`src/kwdt_pkg.sv`:
```
// package: register map, field layout, reset values and timing for the keyed watchdog
package kwdt_pkg;
  // register offsets on the plain register port
  localparam logic [2:0] ADDR_WDT_CTRL = 3'h0;
  localparam logic [2:0] ADDR_RST_FLAGS = 3'h1;
  localparam logic [2:0] ADDR_STATUS = 3'h2;
  localparam logic [2:0] ADDR_IRQ_STAT = 3'h3;
  localparam logic [2:0] ADDR_IRQ_MASK = 3'h4;
  localparam int ADDR_W = 3;
  localparam int DATA_W = 8;

  // watchdog_control fields
  localparam int KEY_LSB = 3;
  localparam int KEY_W = 5;
  localparam int SEL_W = 3;
  localparam logic [KEY_W-1:0] KEY_DISABLE = 5'h15;
  localparam logic [KEY_W-1:0] KEY_ENABLE = 5'h0A;
  localparam logic [SEL_W-1:0] SEL_RESET = 3'h3;
  localparam logic [DATA_W-1:0] WDT_CTRL_RESET = 8'h53;

  // system_reset_flags bit positions
  localparam int BIT_IDLE_KEEP = 7;
  localparam int BIT_BROWNOUT = 2;
  localparam int BIT_VSEL_FAULT = 1;
  localparam int BIT_KEY_FAULT = 0;

  // status bits
  localparam int BIT_EXPIRY = 0;
  localparam int BIT_POWERDOWN = 1;

  // interrupt event bits
  localparam int IRQ_W = 3;
  localparam int IRQ_OVERFLOW = 0;
  localparam int IRQ_KEYFAULT = 1;
  localparam int IRQ_WAKE = 2;

  // prescaler: 19 bits hold the 2^18 limit
  localparam int CNT_W = 19;
  // key fault reset fires after this many rc clock cycles (2 to 3)
  localparam logic [1:0] KEY_FAULT_TICKS = 2'h2;

  typedef struct packed {
    logic [ADDR_W-1:0] addr;
    logic [DATA_W-1:0] wdata;
    logic wr;
    logic rd;
  } kwdt_bus_t;

  typedef struct packed {
    logic halt;
    logic kick;
    logic idle_mode;
  } kwdt_cpu_t;

  typedef enum logic [1:0] {ST_RUN, ST_SLEEP} kwdt_state_t;

  // exponent of the time-out for each period_select code
  function automatic logic [4:0] kwdt_exp(input logic [SEL_W-1:0] sel);
    case (sel)
      3'h0: kwdt_exp = 5'h08;
      3'h1: kwdt_exp = 5'h0A;
      3'h2: kwdt_exp = 5'h0C;
      3'h3: kwdt_exp = 5'h0E;
      3'h4: kwdt_exp = 5'h0F;
      3'h5: kwdt_exp = 5'h10;
      3'h6: kwdt_exp = 5'h11;
      default: kwdt_exp = 5'h12;
    endcase
  endfunction
endpackage

```
`src/kwdt_top.sv`:
```
// keyed watchdog timer: prescaled slow-clock counter, key check, reset flags
`timescale 1ns/100ps
// ---------------------------------------------------------------
// Summary of operation
// ---------------------------------------------------------------
module kwdt_top
  import kwdt_pkg::*;
(
  input wire logic core_clk_i,
  input wire logic arst_n_i,
  input wire logic slow_tick_i,
  input wire logic rc_tick_i,
  input wire logic src_is_crystal_i,
  input wire logic halt_i,
  input wire logic kick_i,
  input wire logic idle_mode_i,
  input wire logic brownout_evt_i,
  input wire logic vsel_fault_evt_i,
  input wire logic [ADDR_W-1:0] addr_i,
  input wire logic [DATA_W-1:0] wdata_i,
  input wire logic wr_i,
  input wire logic rd_i,
  output logic [DATA_W-1:0] rdata_o,
  output logic device_reset_o,
  output logic pc_sp_reset_o,
  output logic wake_o,
  output logic slow_clk_en_o,
  output logic idle_sysclk_keep_o,
  output logic irq_o
);
  kwdt_bus_t bus;
  kwdt_cpu_t cpu;
  kwdt_state_t state_ff;
  logic [DATA_W-1:0] ctrl_ff;
  logic key_fault_ff;
  logic vsel_fault_ff;
  logic brownout_ff;
  logic idle_keep_ff;
  logic expiry_ff;
  logic powerdown_ff;
  logic [CNT_W-1:0] cnt_ff;
  logic [1:0] fault_cnt_ff;
  logic [IRQ_W-1:0] irq_stat_ff;
  logic [IRQ_W-1:0] irq_mask_ff;
  logic [DATA_W-1:0] rdata_ff;
  logic dev_rst_ff;
  logic pcsp_rst_ff;
  logic wake_ff;
  logic slow_en_ff;
  logic irq_ff;
  logic [KEY_W-1:0] key;
  logic wdt_on;
  logic key_bad;
  logic overflow;
  logic fault_fire;
  logic [CNT_W-1:0] limit;
  logic [IRQ_W-1:0] irq_evt;
  logic [DATA_W-1:0] nxt_rdata;
  logic at_limit;
  logic cnt_clear;
  logic wr_ctrl;
  logic wr_flags;
  logic wr_mask;
  logic rd_irq;

  assign bus = '{addr: addr_i, wdata: wdata_i, wr: wr_i, rd: rd_i};
  assign cpu = '{halt: halt_i, kick: kick_i, idle_mode: idle_mode_i};
  assign key = ctrl_ff[KEY_LSB +: KEY_W];
  assign wdt_on = (key == KEY_ENABLE);
  assign key_bad = (key != KEY_ENABLE) && (key != KEY_DISABLE);
  assign limit = CNT_W'(1) << kwdt_exp(ctrl_ff[SEL_W-1:0]);
  assign at_limit = (cnt_ff == limit - CNT_W'(1));
  // kick and halt restart the count, so an overflow on that edge is dropped
  assign cnt_clear = cpu.kick || cpu.halt;
  // overflow when the count reaches the selected power of two
  assign overflow = wdt_on && slow_tick_i && at_limit && !cnt_clear;
  assign fault_fire = key_bad && rc_tick_i && (fault_cnt_ff == KEY_FAULT_TICKS);
  assign irq_evt = {overflow && (state_ff == ST_SLEEP), fault_fire, overflow};

  // ---------------------------------------------------------------
  // register port decode
  // ---------------------------------------------------------------
  assign wr_ctrl = bus.wr && (bus.addr == ADDR_WDT_CTRL);
  assign wr_flags = bus.wr && (bus.addr == ADDR_RST_FLAGS);
  assign wr_mask = bus.wr && (bus.addr == ADDR_IRQ_MASK);
  assign rd_irq = bus.rd && (bus.addr == ADDR_IRQ_STAT);

  // ---------------------------------------------------------------
  // control register
  // ---------------------------------------------------------------
  always_ff @(posedge core_clk_i or negedge arst_n_i) begin
    if (!arst_n_i) begin
      ctrl_ff <= WDT_CTRL_RESET;
    end else if (wr_ctrl) begin
      ctrl_ff <= bus.wdata;
    end
  end

  // ---------------------------------------------------------------
  // run / sleep state
  // ---------------------------------------------------------------
  always_ff @(posedge core_clk_i or negedge arst_n_i) begin
    if (!arst_n_i) begin
      state_ff <= ST_RUN;
    end else begin
      case (state_ff)
        ST_RUN: begin
          if (cpu.halt) begin
            state_ff <= ST_SLEEP;
          end
        end
        ST_SLEEP: begin
          if (overflow || cpu.kick || fault_fire) begin
            state_ff <= ST_RUN;
          end
        end
        default: state_ff <= ST_RUN;
      endcase
    end
  end

  // ---------------------------------------------------------------
  // prescaler counter
  // ---------------------------------------------------------------
  always_ff @(posedge core_clk_i or negedge arst_n_i) begin
    if (!arst_n_i) begin
      cnt_ff <= '0;
    end else if (cpu.kick) begin
      cnt_ff <= '0;
    end else if (cpu.halt || fault_fire) begin
      cnt_ff <= '0;
    end else if (!wdt_on) begin
      cnt_ff <= '0;
    end else if (overflow) begin
      cnt_ff <= '0;
    end else if (slow_tick_i) begin
      cnt_ff <= cnt_ff + CNT_W'(1);
    end
  end

  // counts rc ticks while the key is invalid
  always_ff @(posedge core_clk_i or negedge arst_n_i) begin
    if (!arst_n_i) begin
      fault_cnt_ff <= '0;
    end else if (!key_bad || fault_fire) begin
      fault_cnt_ff <= '0;
    end else if (rc_tick_i) begin
      fault_cnt_ff <= fault_cnt_ff + 2'h1;
    end
  end

  // ---------------------------------------------------------------
  // reset flag register
  // ---------------------------------------------------------------
  always_ff @(posedge core_clk_i or negedge arst_n_i) begin
    if (!arst_n_i) begin
      key_fault_ff <= 1'b0;
      vsel_fault_ff <= 1'b0;
      brownout_ff <= 1'b0;
      idle_keep_ff <= 1'b0;
    end else begin
      if (wr_flags) begin
        idle_keep_ff <= bus.wdata[BIT_IDLE_KEEP];
        // flags take only a zero from software
        if (!bus.wdata[BIT_KEY_FAULT]) begin
          key_fault_ff <= 1'b0;
        end
        if (!bus.wdata[BIT_VSEL_FAULT]) begin
          vsel_fault_ff <= 1'b0;
        end
        if (!bus.wdata[BIT_BROWNOUT]) begin
          brownout_ff <= 1'b0;
        end
      end
      if (fault_fire) begin
        key_fault_ff <= 1'b1;
      end
      if (vsel_fault_evt_i) begin
        vsel_fault_ff <= 1'b1;
      end
      if (brownout_evt_i) begin
        brownout_ff <= 1'b1;
      end
    end
  end

  // ---------------------------------------------------------------
  // status flags
  // ---------------------------------------------------------------
  always_ff @(posedge core_clk_i or negedge arst_n_i) begin
    if (!arst_n_i) begin
      expiry_ff <= 1'b0;
      powerdown_ff <= 1'b0;
    end else begin
      if (overflow) begin
        expiry_ff <= 1'b1;
      end else if (cpu.halt || cpu.kick) begin
        expiry_ff <= 1'b0;
      end
      if (cpu.halt) begin
        powerdown_ff <= 1'b1;
      end else if (cpu.kick) begin
        powerdown_ff <= 1'b0;
      end
    end
  end

  // ---------------------------------------------------------------
  // interrupt status and mask
  // ---------------------------------------------------------------
  always_ff @(posedge core_clk_i or negedge arst_n_i) begin
    if (!arst_n_i) begin
      irq_stat_ff <= '0;
      irq_mask_ff <= '0;
    end else begin
      if (wr_mask) begin
        irq_mask_ff <= bus.wdata[IRQ_W-1:0];
      end
      if (rd_irq) begin
        irq_stat_ff <= irq_evt; // set wins over read clear
      end else begin
        irq_stat_ff <= irq_stat_ff | irq_evt;
      end
    end
  end

  // ---------------------------------------------------------------
  // read data
  // ---------------------------------------------------------------
  always_comb begin
    nxt_rdata = '0;
    case (bus.addr)
      ADDR_WDT_CTRL: nxt_rdata = ctrl_ff;
      ADDR_RST_FLAGS: begin
        nxt_rdata[BIT_IDLE_KEEP] = idle_keep_ff;
        nxt_rdata[BIT_BROWNOUT] = brownout_ff;
        nxt_rdata[BIT_VSEL_FAULT] = vsel_fault_ff;
        nxt_rdata[BIT_KEY_FAULT] = key_fault_ff; // bits 6..3 stay zero
      end
      ADDR_STATUS: begin
        nxt_rdata[BIT_EXPIRY] = expiry_ff;
        nxt_rdata[BIT_POWERDOWN] = powerdown_ff;
      end
      ADDR_IRQ_STAT: nxt_rdata[IRQ_W-1:0] = irq_stat_ff;
      ADDR_IRQ_MASK: nxt_rdata[IRQ_W-1:0] = irq_mask_ff;
      default: nxt_rdata = '0;
    endcase
  end

  always_ff @(posedge core_clk_i or negedge arst_n_i) begin
    if (!arst_n_i) begin
      rdata_ff <= '0;
    end else begin
      rdata_ff <= bus.rd ? nxt_rdata : '0;
    end
  end

  // ---------------------------------------------------------------
  // reset, wake and clock-enable outputs
  // ---------------------------------------------------------------
  always_ff @(posedge core_clk_i or negedge arst_n_i) begin
    if (!arst_n_i) begin
      dev_rst_ff <= 1'b0;
      pcsp_rst_ff <= 1'b0;
      wake_ff <= 1'b0;
      slow_en_ff <= 1'b1;
      irq_ff <= 1'b0;
    end else begin
      dev_rst_ff <= fault_fire || (overflow && state_ff == ST_RUN);
      pcsp_rst_ff <= overflow && state_ff == ST_SLEEP;
      wake_ff <= overflow && state_ff == ST_SLEEP;
      slow_en_ff <= wdt_on || key_bad;
      irq_ff <= |((irq_stat_ff | irq_evt) & irq_mask_ff);
    end
  end

  assign rdata_o = rdata_ff;
  assign device_reset_o = dev_rst_ff;
  assign pc_sp_reset_o = pcsp_rst_ff;
  assign wake_o = wake_ff;
  assign slow_clk_en_o = slow_en_ff;
  assign idle_sysclk_keep_o = idle_keep_ff;
  assign irq_o = irq_ff;
endmodule

```
`config.mk`:
```
export PLATFORM = sky130hd
export DESIGN_NAME = kwdt_top
export DESIGN_NICKNAME = d
export VERILOG_FILES = /design/src/kwdt_pkg.sv /design/src/kwdt_top.sv
export SDC_FILE = /design/constraint.sdc
export NUM_CORES = 1
export LEC_CHECK = 0
export BUFFER_PORTS_ARGS = -buffer_cell sky130_fd_sc_hd__buf_2
export CAP_MARGIN = 20
export CORE_MARGIN = 10
export CORE_UTILIZATION = 55
export CTS_BUF_LIST = sky130_fd_sc_hd__clkbuf_4
export CTS_CLUSTER_DIAMETER = 150
export DETAILED_ROUTE_END_ITERATION = 10
export GPL_ROUTABILITY_DRIVEN = 0
export PLACE_DENSITY_LB_ADDON = 0.1
export SLEW_MARGIN = 0
export SYNTH_ARGS = -nofsm -noshare
export SYNTH_HDL_FRONTEND = slang
export SYNTH_SLANG_ARGS = --single-unit
```
`constraint.sdc`:
```
create_clock -name core_clk_i -period 5.4 [get_ports core_clk_i]
set_input_delay 0.54 -clock core_clk_i [delete_from_list [all_inputs] [get_ports core_clk_i]]
set_output_delay 0.54 -clock core_clk_i [all_outputs]
set_load 0.01 [all_outputs]
```
-- After elaboration in Yosys (flattened, before gate mapping)
Cells that the tools add are included.
- input bits: 23
- output and inout port bits: 14
- logic and storage cells: 110
- bits in registers: 55
- add/sub/neg operators: 3
- reduce and logical (&&, ||, !) cells: 35
- bitwise logic cells: 2
- eq/ne operators: 22
- shift operators: 1
- mux-type cells: 30
- operators with widths (operator ; count):
    $mux 19 ; 5
    $pmux 5 s7 ; 1
    $add 19x1->19 const B ; 1
    $eq 19x19->1 ; 1
    $shl 1x5->19 const A ; 1
    $sub 19x1->19 const B ; 1
    $mux 1 ; 13
    $eq 3x2->1 const B ; 4
    $eq 3x3->1 const B ; 4
    $logic_and 1x1->1 ; 12
    $reduce_bool 2->1 ; 6
    $pmux 2 s5 ; 1
    $mux 2 ; 4
    $mux 8 ; 1
    $ne 2x2->1 const B ; 4
    $reduce_and 2->1 ; 4
    $logic_or 1x1->1 ; 7
    $eq 3x1->1 const B ; 2
    $logic_not 3->1 ; 2
    $eq 5x4->1 const B ; 1
    $ne 5x3->1 const B ; 1
    $ne 5x4->1 const B ; 1
    $ne 5x5->1 const B ; 1
    $mux 4 ; 1
    13 further kinds ; 14

-- Depth between registers and ports, before layout
- word-level depth: 11
- mapped depth: 7
- gate-level depth less buffers: 6

-- Worst setup path before layout
OpenSTA, ideal clock, no wires.
- kind: input to register
- start point: input port slow_tick_i
- end point: register state_ff[0]
- setup time: 0.120 ns
- required time: 5.280 ns
- setup slack: 3.373 ns
- cell stages on the path: 7
- path buffers: 2
- arrival time: 1.906 ns
- cell sequence: clkbuf_1 -> nand3b_1 -> a221oi_2 -> o221ai_2 -> or3_1 -> buf_2 -> a41o_1
- cells in the longest elaborated chain, start to end: 7
- RTL lines (what ; line ; RTL):
    start: declaration ; kwdt_top.sv:11 ; input wire logic slow_tick_i,
    $logic_and 1x1->1 (3 in series) ; kwdt_top.sv:76 ; assign overflow = wdt_on && slow_tick_i && at_limit && !cnt_clear;
    $logic_or 1x1->1 (2 in series) ; kwdt_top.sv:113 ; if (overflow || cpu.kick || fault_fire) begin
    $ne 2x2->1 (no source line) ; n/a ;
    $reduce_and 2->1 (no source line) ; n/a ;
    end signal: assignment ; kwdt_top.sv:109 ; state_ff <= ST_SLEEP;
    end signal: assignment ; kwdt_top.sv:114 ; state_ff <= ST_RUN;
    end signal: assignment ; kwdt_top.sv:117 ; default: state_ff <= ST_RUN;
    end: declaration ; kwdt_top.sv:33 ; kwdt_state_t state_ff;
No other way between the ends.
A chain may end at the register's enable or synchronous reset.

-- Worst setup path after layout
- start point: register ctrl_ff[2]
- end point: register cnt_ff[9]
- cells in the longest elaborated chain, start to end: 11
- elaborated cells between the ends (all ways): 18
- classes of those cells: 1 x add/sub; 8 x eq/ne; 1 x shift; 5 x mux; 3 x reduce/logical
- RTL lines (what ; line ; RTL):
    start: declaration ; kwdt_top.sv:34 ; logic [DATA_W-1:0] ctrl_ff;
    start signal: assignment ; kwdt_top.sv:95 ; ctrl_ff <= bus.wdata;
    $eq 3x3->1 (tied with other cells) ; kwdt_pkg.sv:59 ; case (sel)
    $pmux 5 s7 * ; kwdt_pkg.sv:59 ;
    $shl 1x5->19 * ; kwdt_top.sv:71 ; assign limit = CNT_W'(1) << kwdt_exp(ctrl_ff[SEL_W-1:0]);
    $sub 19x1->19 * ; kwdt_top.sv:72 ; assign at_limit = (cnt_ff == limit - CNT_W'(1));
    $eq 19x19->1 * ; kwdt_top.sv:72 ;
    $logic_and 1x1->1 * (2 in series) ; kwdt_top.sv:76 ;
    $mux 19 ; kwdt_top.sv:134 ; end else if (overflow) begin
    $mux 19 ; kwdt_top.sv:132 ; end else if (!wdt_on) begin
    $mux 19 ; kwdt_top.sv:130 ; end else if (cpu.halt || fault_fire) begin
    $mux 19 ; kwdt_top.sv:128 ; end else if (cpu.kick) begin
    end signal: assignment ; kwdt_top.sv:137 ; cnt_ff <= cnt_ff + CNT_W'(1);
    end: declaration ; kwdt_top.sv:41 ; logic [CNT_W-1:0] cnt_ff;
Mark *: on every way between the ends. The rest lies on a longest branch, timed or not.

==> results.py <==
metrics = {
    "sta": {
        "timing.fmax_mhz": 443,
        "slew_violations": 0,
        "period_minus_slack_ps": 2260,
        "skew_ps": 15.2,
        "fin_setup_tns_ps": 0,
        "fin_ws_ps": 3140,
        "grt_setup_unrepaired": "false",
        "final.period_utilization": 0.418,
        "hold_ws_ps": 252,
        "worstMarginPinSlew_ps": 794,
        "setup_violations": 0,
        "max_slew_margin": 0.470,
        "hold_viol": 0,
    },
    "route": {
        "vias": 1962,
        "drcViolationCount": 0,
        "routed_wl_mm": 5.34,
        "initialDrtViolationCount": 67,
        "postRouteAntennaNets": 0,
        "firstDrtPassIters": 6,
        "via_per_inst": 5.74,
        "routedWlPerCell_um": 15.6,
    },
    "global_routing": {
        "grt_overflow": 0,
        "grt_pass1_vias": 2020,
        "grt_usage": 0.145,
        "grt_pass1_wl_mm": 9.10,
        "grt_max_degree": 55,
        "antenna_found_initial": 0,
    },
    "clock_network": {
        "cts_sinks": 54,
        "root_buffer": "clkbuf_4",
        "insertion_delay_ps": 380,
        "htreeDepth": 2,
        "clk_pin_slew_worst_paths_ps": 150,
        "cts_made_buffers": 5,
        "cts_max_path_buffers": 2,
        "cts-resized-gates": 0,
        "ctsHoldBuffers": 0,
        "cts_setup_buffers": 0,
        "cts_tree": "built",
    },
    "logic_synthesis": {
        "synth.area.mux_share": 0.0624,
        "synth_top_cell_area_share": 0.464,
        "synth_compound_area_frac": 0.112,
        "synth_common_cells": "dfrtp_1, nor2_1, nand2_1",
        "synth_area_leaders": "dfrtp_1, mux2_2, dfstp_2",
        "ys_ff_latch": 54,
        "synthXorXnorAreaFrac": 0.0629,
        "syn_area_sq_um": 2650,
        "yosysUniqueCellTypes": 46,
        "syn_nets": 280,
        "synth_fa_ha_area_frac": 0.0142,
        "synth_top_family_by_area": "simple AND/OR/NAND/NOR gates",
        "ys_seq_area_frac": 0.513,
        "yosys.area_share.simple": 0.205,
        "synth_edf_count": 0,
        "synth_cells": 254,
        "synth.avg_cell_area_sq_um": 10.4,
        "synth.most_common_cell": "dfrtp_1",
        "synth_ff_type": "dfrtp_1",
        "synth-warning-count": 0,
        "async_flop_share": 1.00,
        "synth_largest_area_cell": "dfrtp_1",
    },
    "setup_path": {
        "critPathKind": "reg2reg",
        "r2r-start": "ctrl_ff[2]",
        "end_kind": "register",
        "reg2reg_to": "cnt_ff[9]",
        "crit_required_ps": 5630,
        "cp.arrival_ps": 2490,
        "crit_fanout": 19,
        "rr_worst_depth": 5,
        "startpoint_type": "register",
        "reg2reg_slack_ps": 3140,
    },
    "place": {
        "dp_slack_ps": 3150,
        "place_area_sq_um": 2850,
        "hpwl_mm": 3.97,
        "portBuffers": 34,
    },
    "finish": {
        "antenna_cells": 0,
        "area_growth_pct": 9.84,
        "seq_area_sq_um": 1360,
        "final_layout_size_suffix_gt1_frac": 0.236,
        "stdcell_area_sq_um": 2910,
        "final_net_count": 313,
        "multi_input_area_sq_um": 1210,
        "filler_cell_count": 417,
    },
    "status": {
        "status": "finished clean",
    },
    "die": {
        "num_rows": 25,
        "io_pins": 37,
        "chipWidth_um": 89.4,
        "floorplan.initialDensity": 0.564,
        "core_area_sq_um": 4690,
        "dieArea_sq_um": 7980,
        "die_h_um": 89.4,
    },
    "flow_run": {
        "max_cap_violations": 0,
    },
    "power_and_ir_drop": {
        "power.density_nw_per_um2": 283,
        "ir_worst_vdd_uv": 161,
        "p_total_mw": 0.823,
        "p_leak_nw": 1.29,
    },
    "min_path": {
        "min-delay-path-class": "in2async",
    },
}
==> area by class of cell <==
class                           count  area share
Clock buffer                        7      0.0181
Sequential cell                    54       0.467
Timing Repair Buffer               35      0.0612
Inverter                            9      0.0116
Clock inverter                      1     0.00258
Multi-Input combinational cell    182       0.416
Tap cell                           54      0.0233
==> placed cells by master, fill, tap and decap left out, drive strengths merged, types with 7 or more instances in the layout <==
cell	count
dfrtp	49
and2	7
o21ai	10
xnor2	7
inv	9
nand4	7
xor2	12
nor2	32
nand3	9
buf	35
mux2	12
clkbuf	7
nand2	21
==> critical path, stage by stage, from the launching register on <==
cell      delay [ps]
dfrtp_1          530
or4_1            580
a21oi_2          150
o221ai_2         110
o21bai_2         640
nor2_1           120
==> where the power goes <==
part / internal (mW) / leakage, nW / switching [mW] / total (mW)
combinational: 0.0695 / 0.560 / 0.0708 / 0.140
clock: 0.0617 / 0.0324 / 0.122 / 0.184
sequential: 0.454 / 0.694 / 0.0450 / 0.499
==> worst max path at each step <==
stage / endpoint / cells after the start / start
floorplan: state_ff[0] / 7 / slow_tick_i
global placement: cnt_ff[5] / 5 / ctrl_ff[2]
detailed placement: cnt_ff[9] / 5 / ctrl_ff[2]
CTS: cnt_ff[9] / 5 / ctrl_ff[2]
global route: cnt_ff[17] / 5 / ctrl_ff[2]
finish: cnt_ff[9] / 5 / ctrl_ff[2]
==> sequential cells by signal, summed over array words and instances (netlist names), 2 cells and up <==
signal and count:
rdata_o 8, irq_stat_ff 3, fault_cnt_ff 2, ctrl_ff 8, irq_mask_ff 3, cnt_ff 19
==> metal layers <==
layer  vias to the layer above  part of all wire  global-route usage
met5                         -                 0                   0
met4                         0             0.017              0.0650
met3                         9             0.054              0.0283
met2                        33              0.50               0.255
met1                       961              0.42               0.165
li1                        959                 -                   -
==> per-stage QoR <==
step / utilization / cells
2_1_floorplan: - / 254
4_1_cts: 0.619 / 342
3_3_place_gp: 0.606 / 334
5_1_grt: 0.619 / 342
6_report: 0.619 / 342
3_5_place_dp: 0.606 / 334
==> kinds of logic (layout without fill, tap and decap cells) <==
| family | after synthesis | after routing |
|---|---|---|
| simple gates | 108 | 108 |
| compound gates | 37 | 37 |
| mux | 15 | 15 |
| buf+inv | 18 | 52 |
| fa+ha+maj | 3 | 3 |
| flops | 54 | 54 |
| xor+xnor | 19 | 19 |
Power figures use the tool's default switching activity.
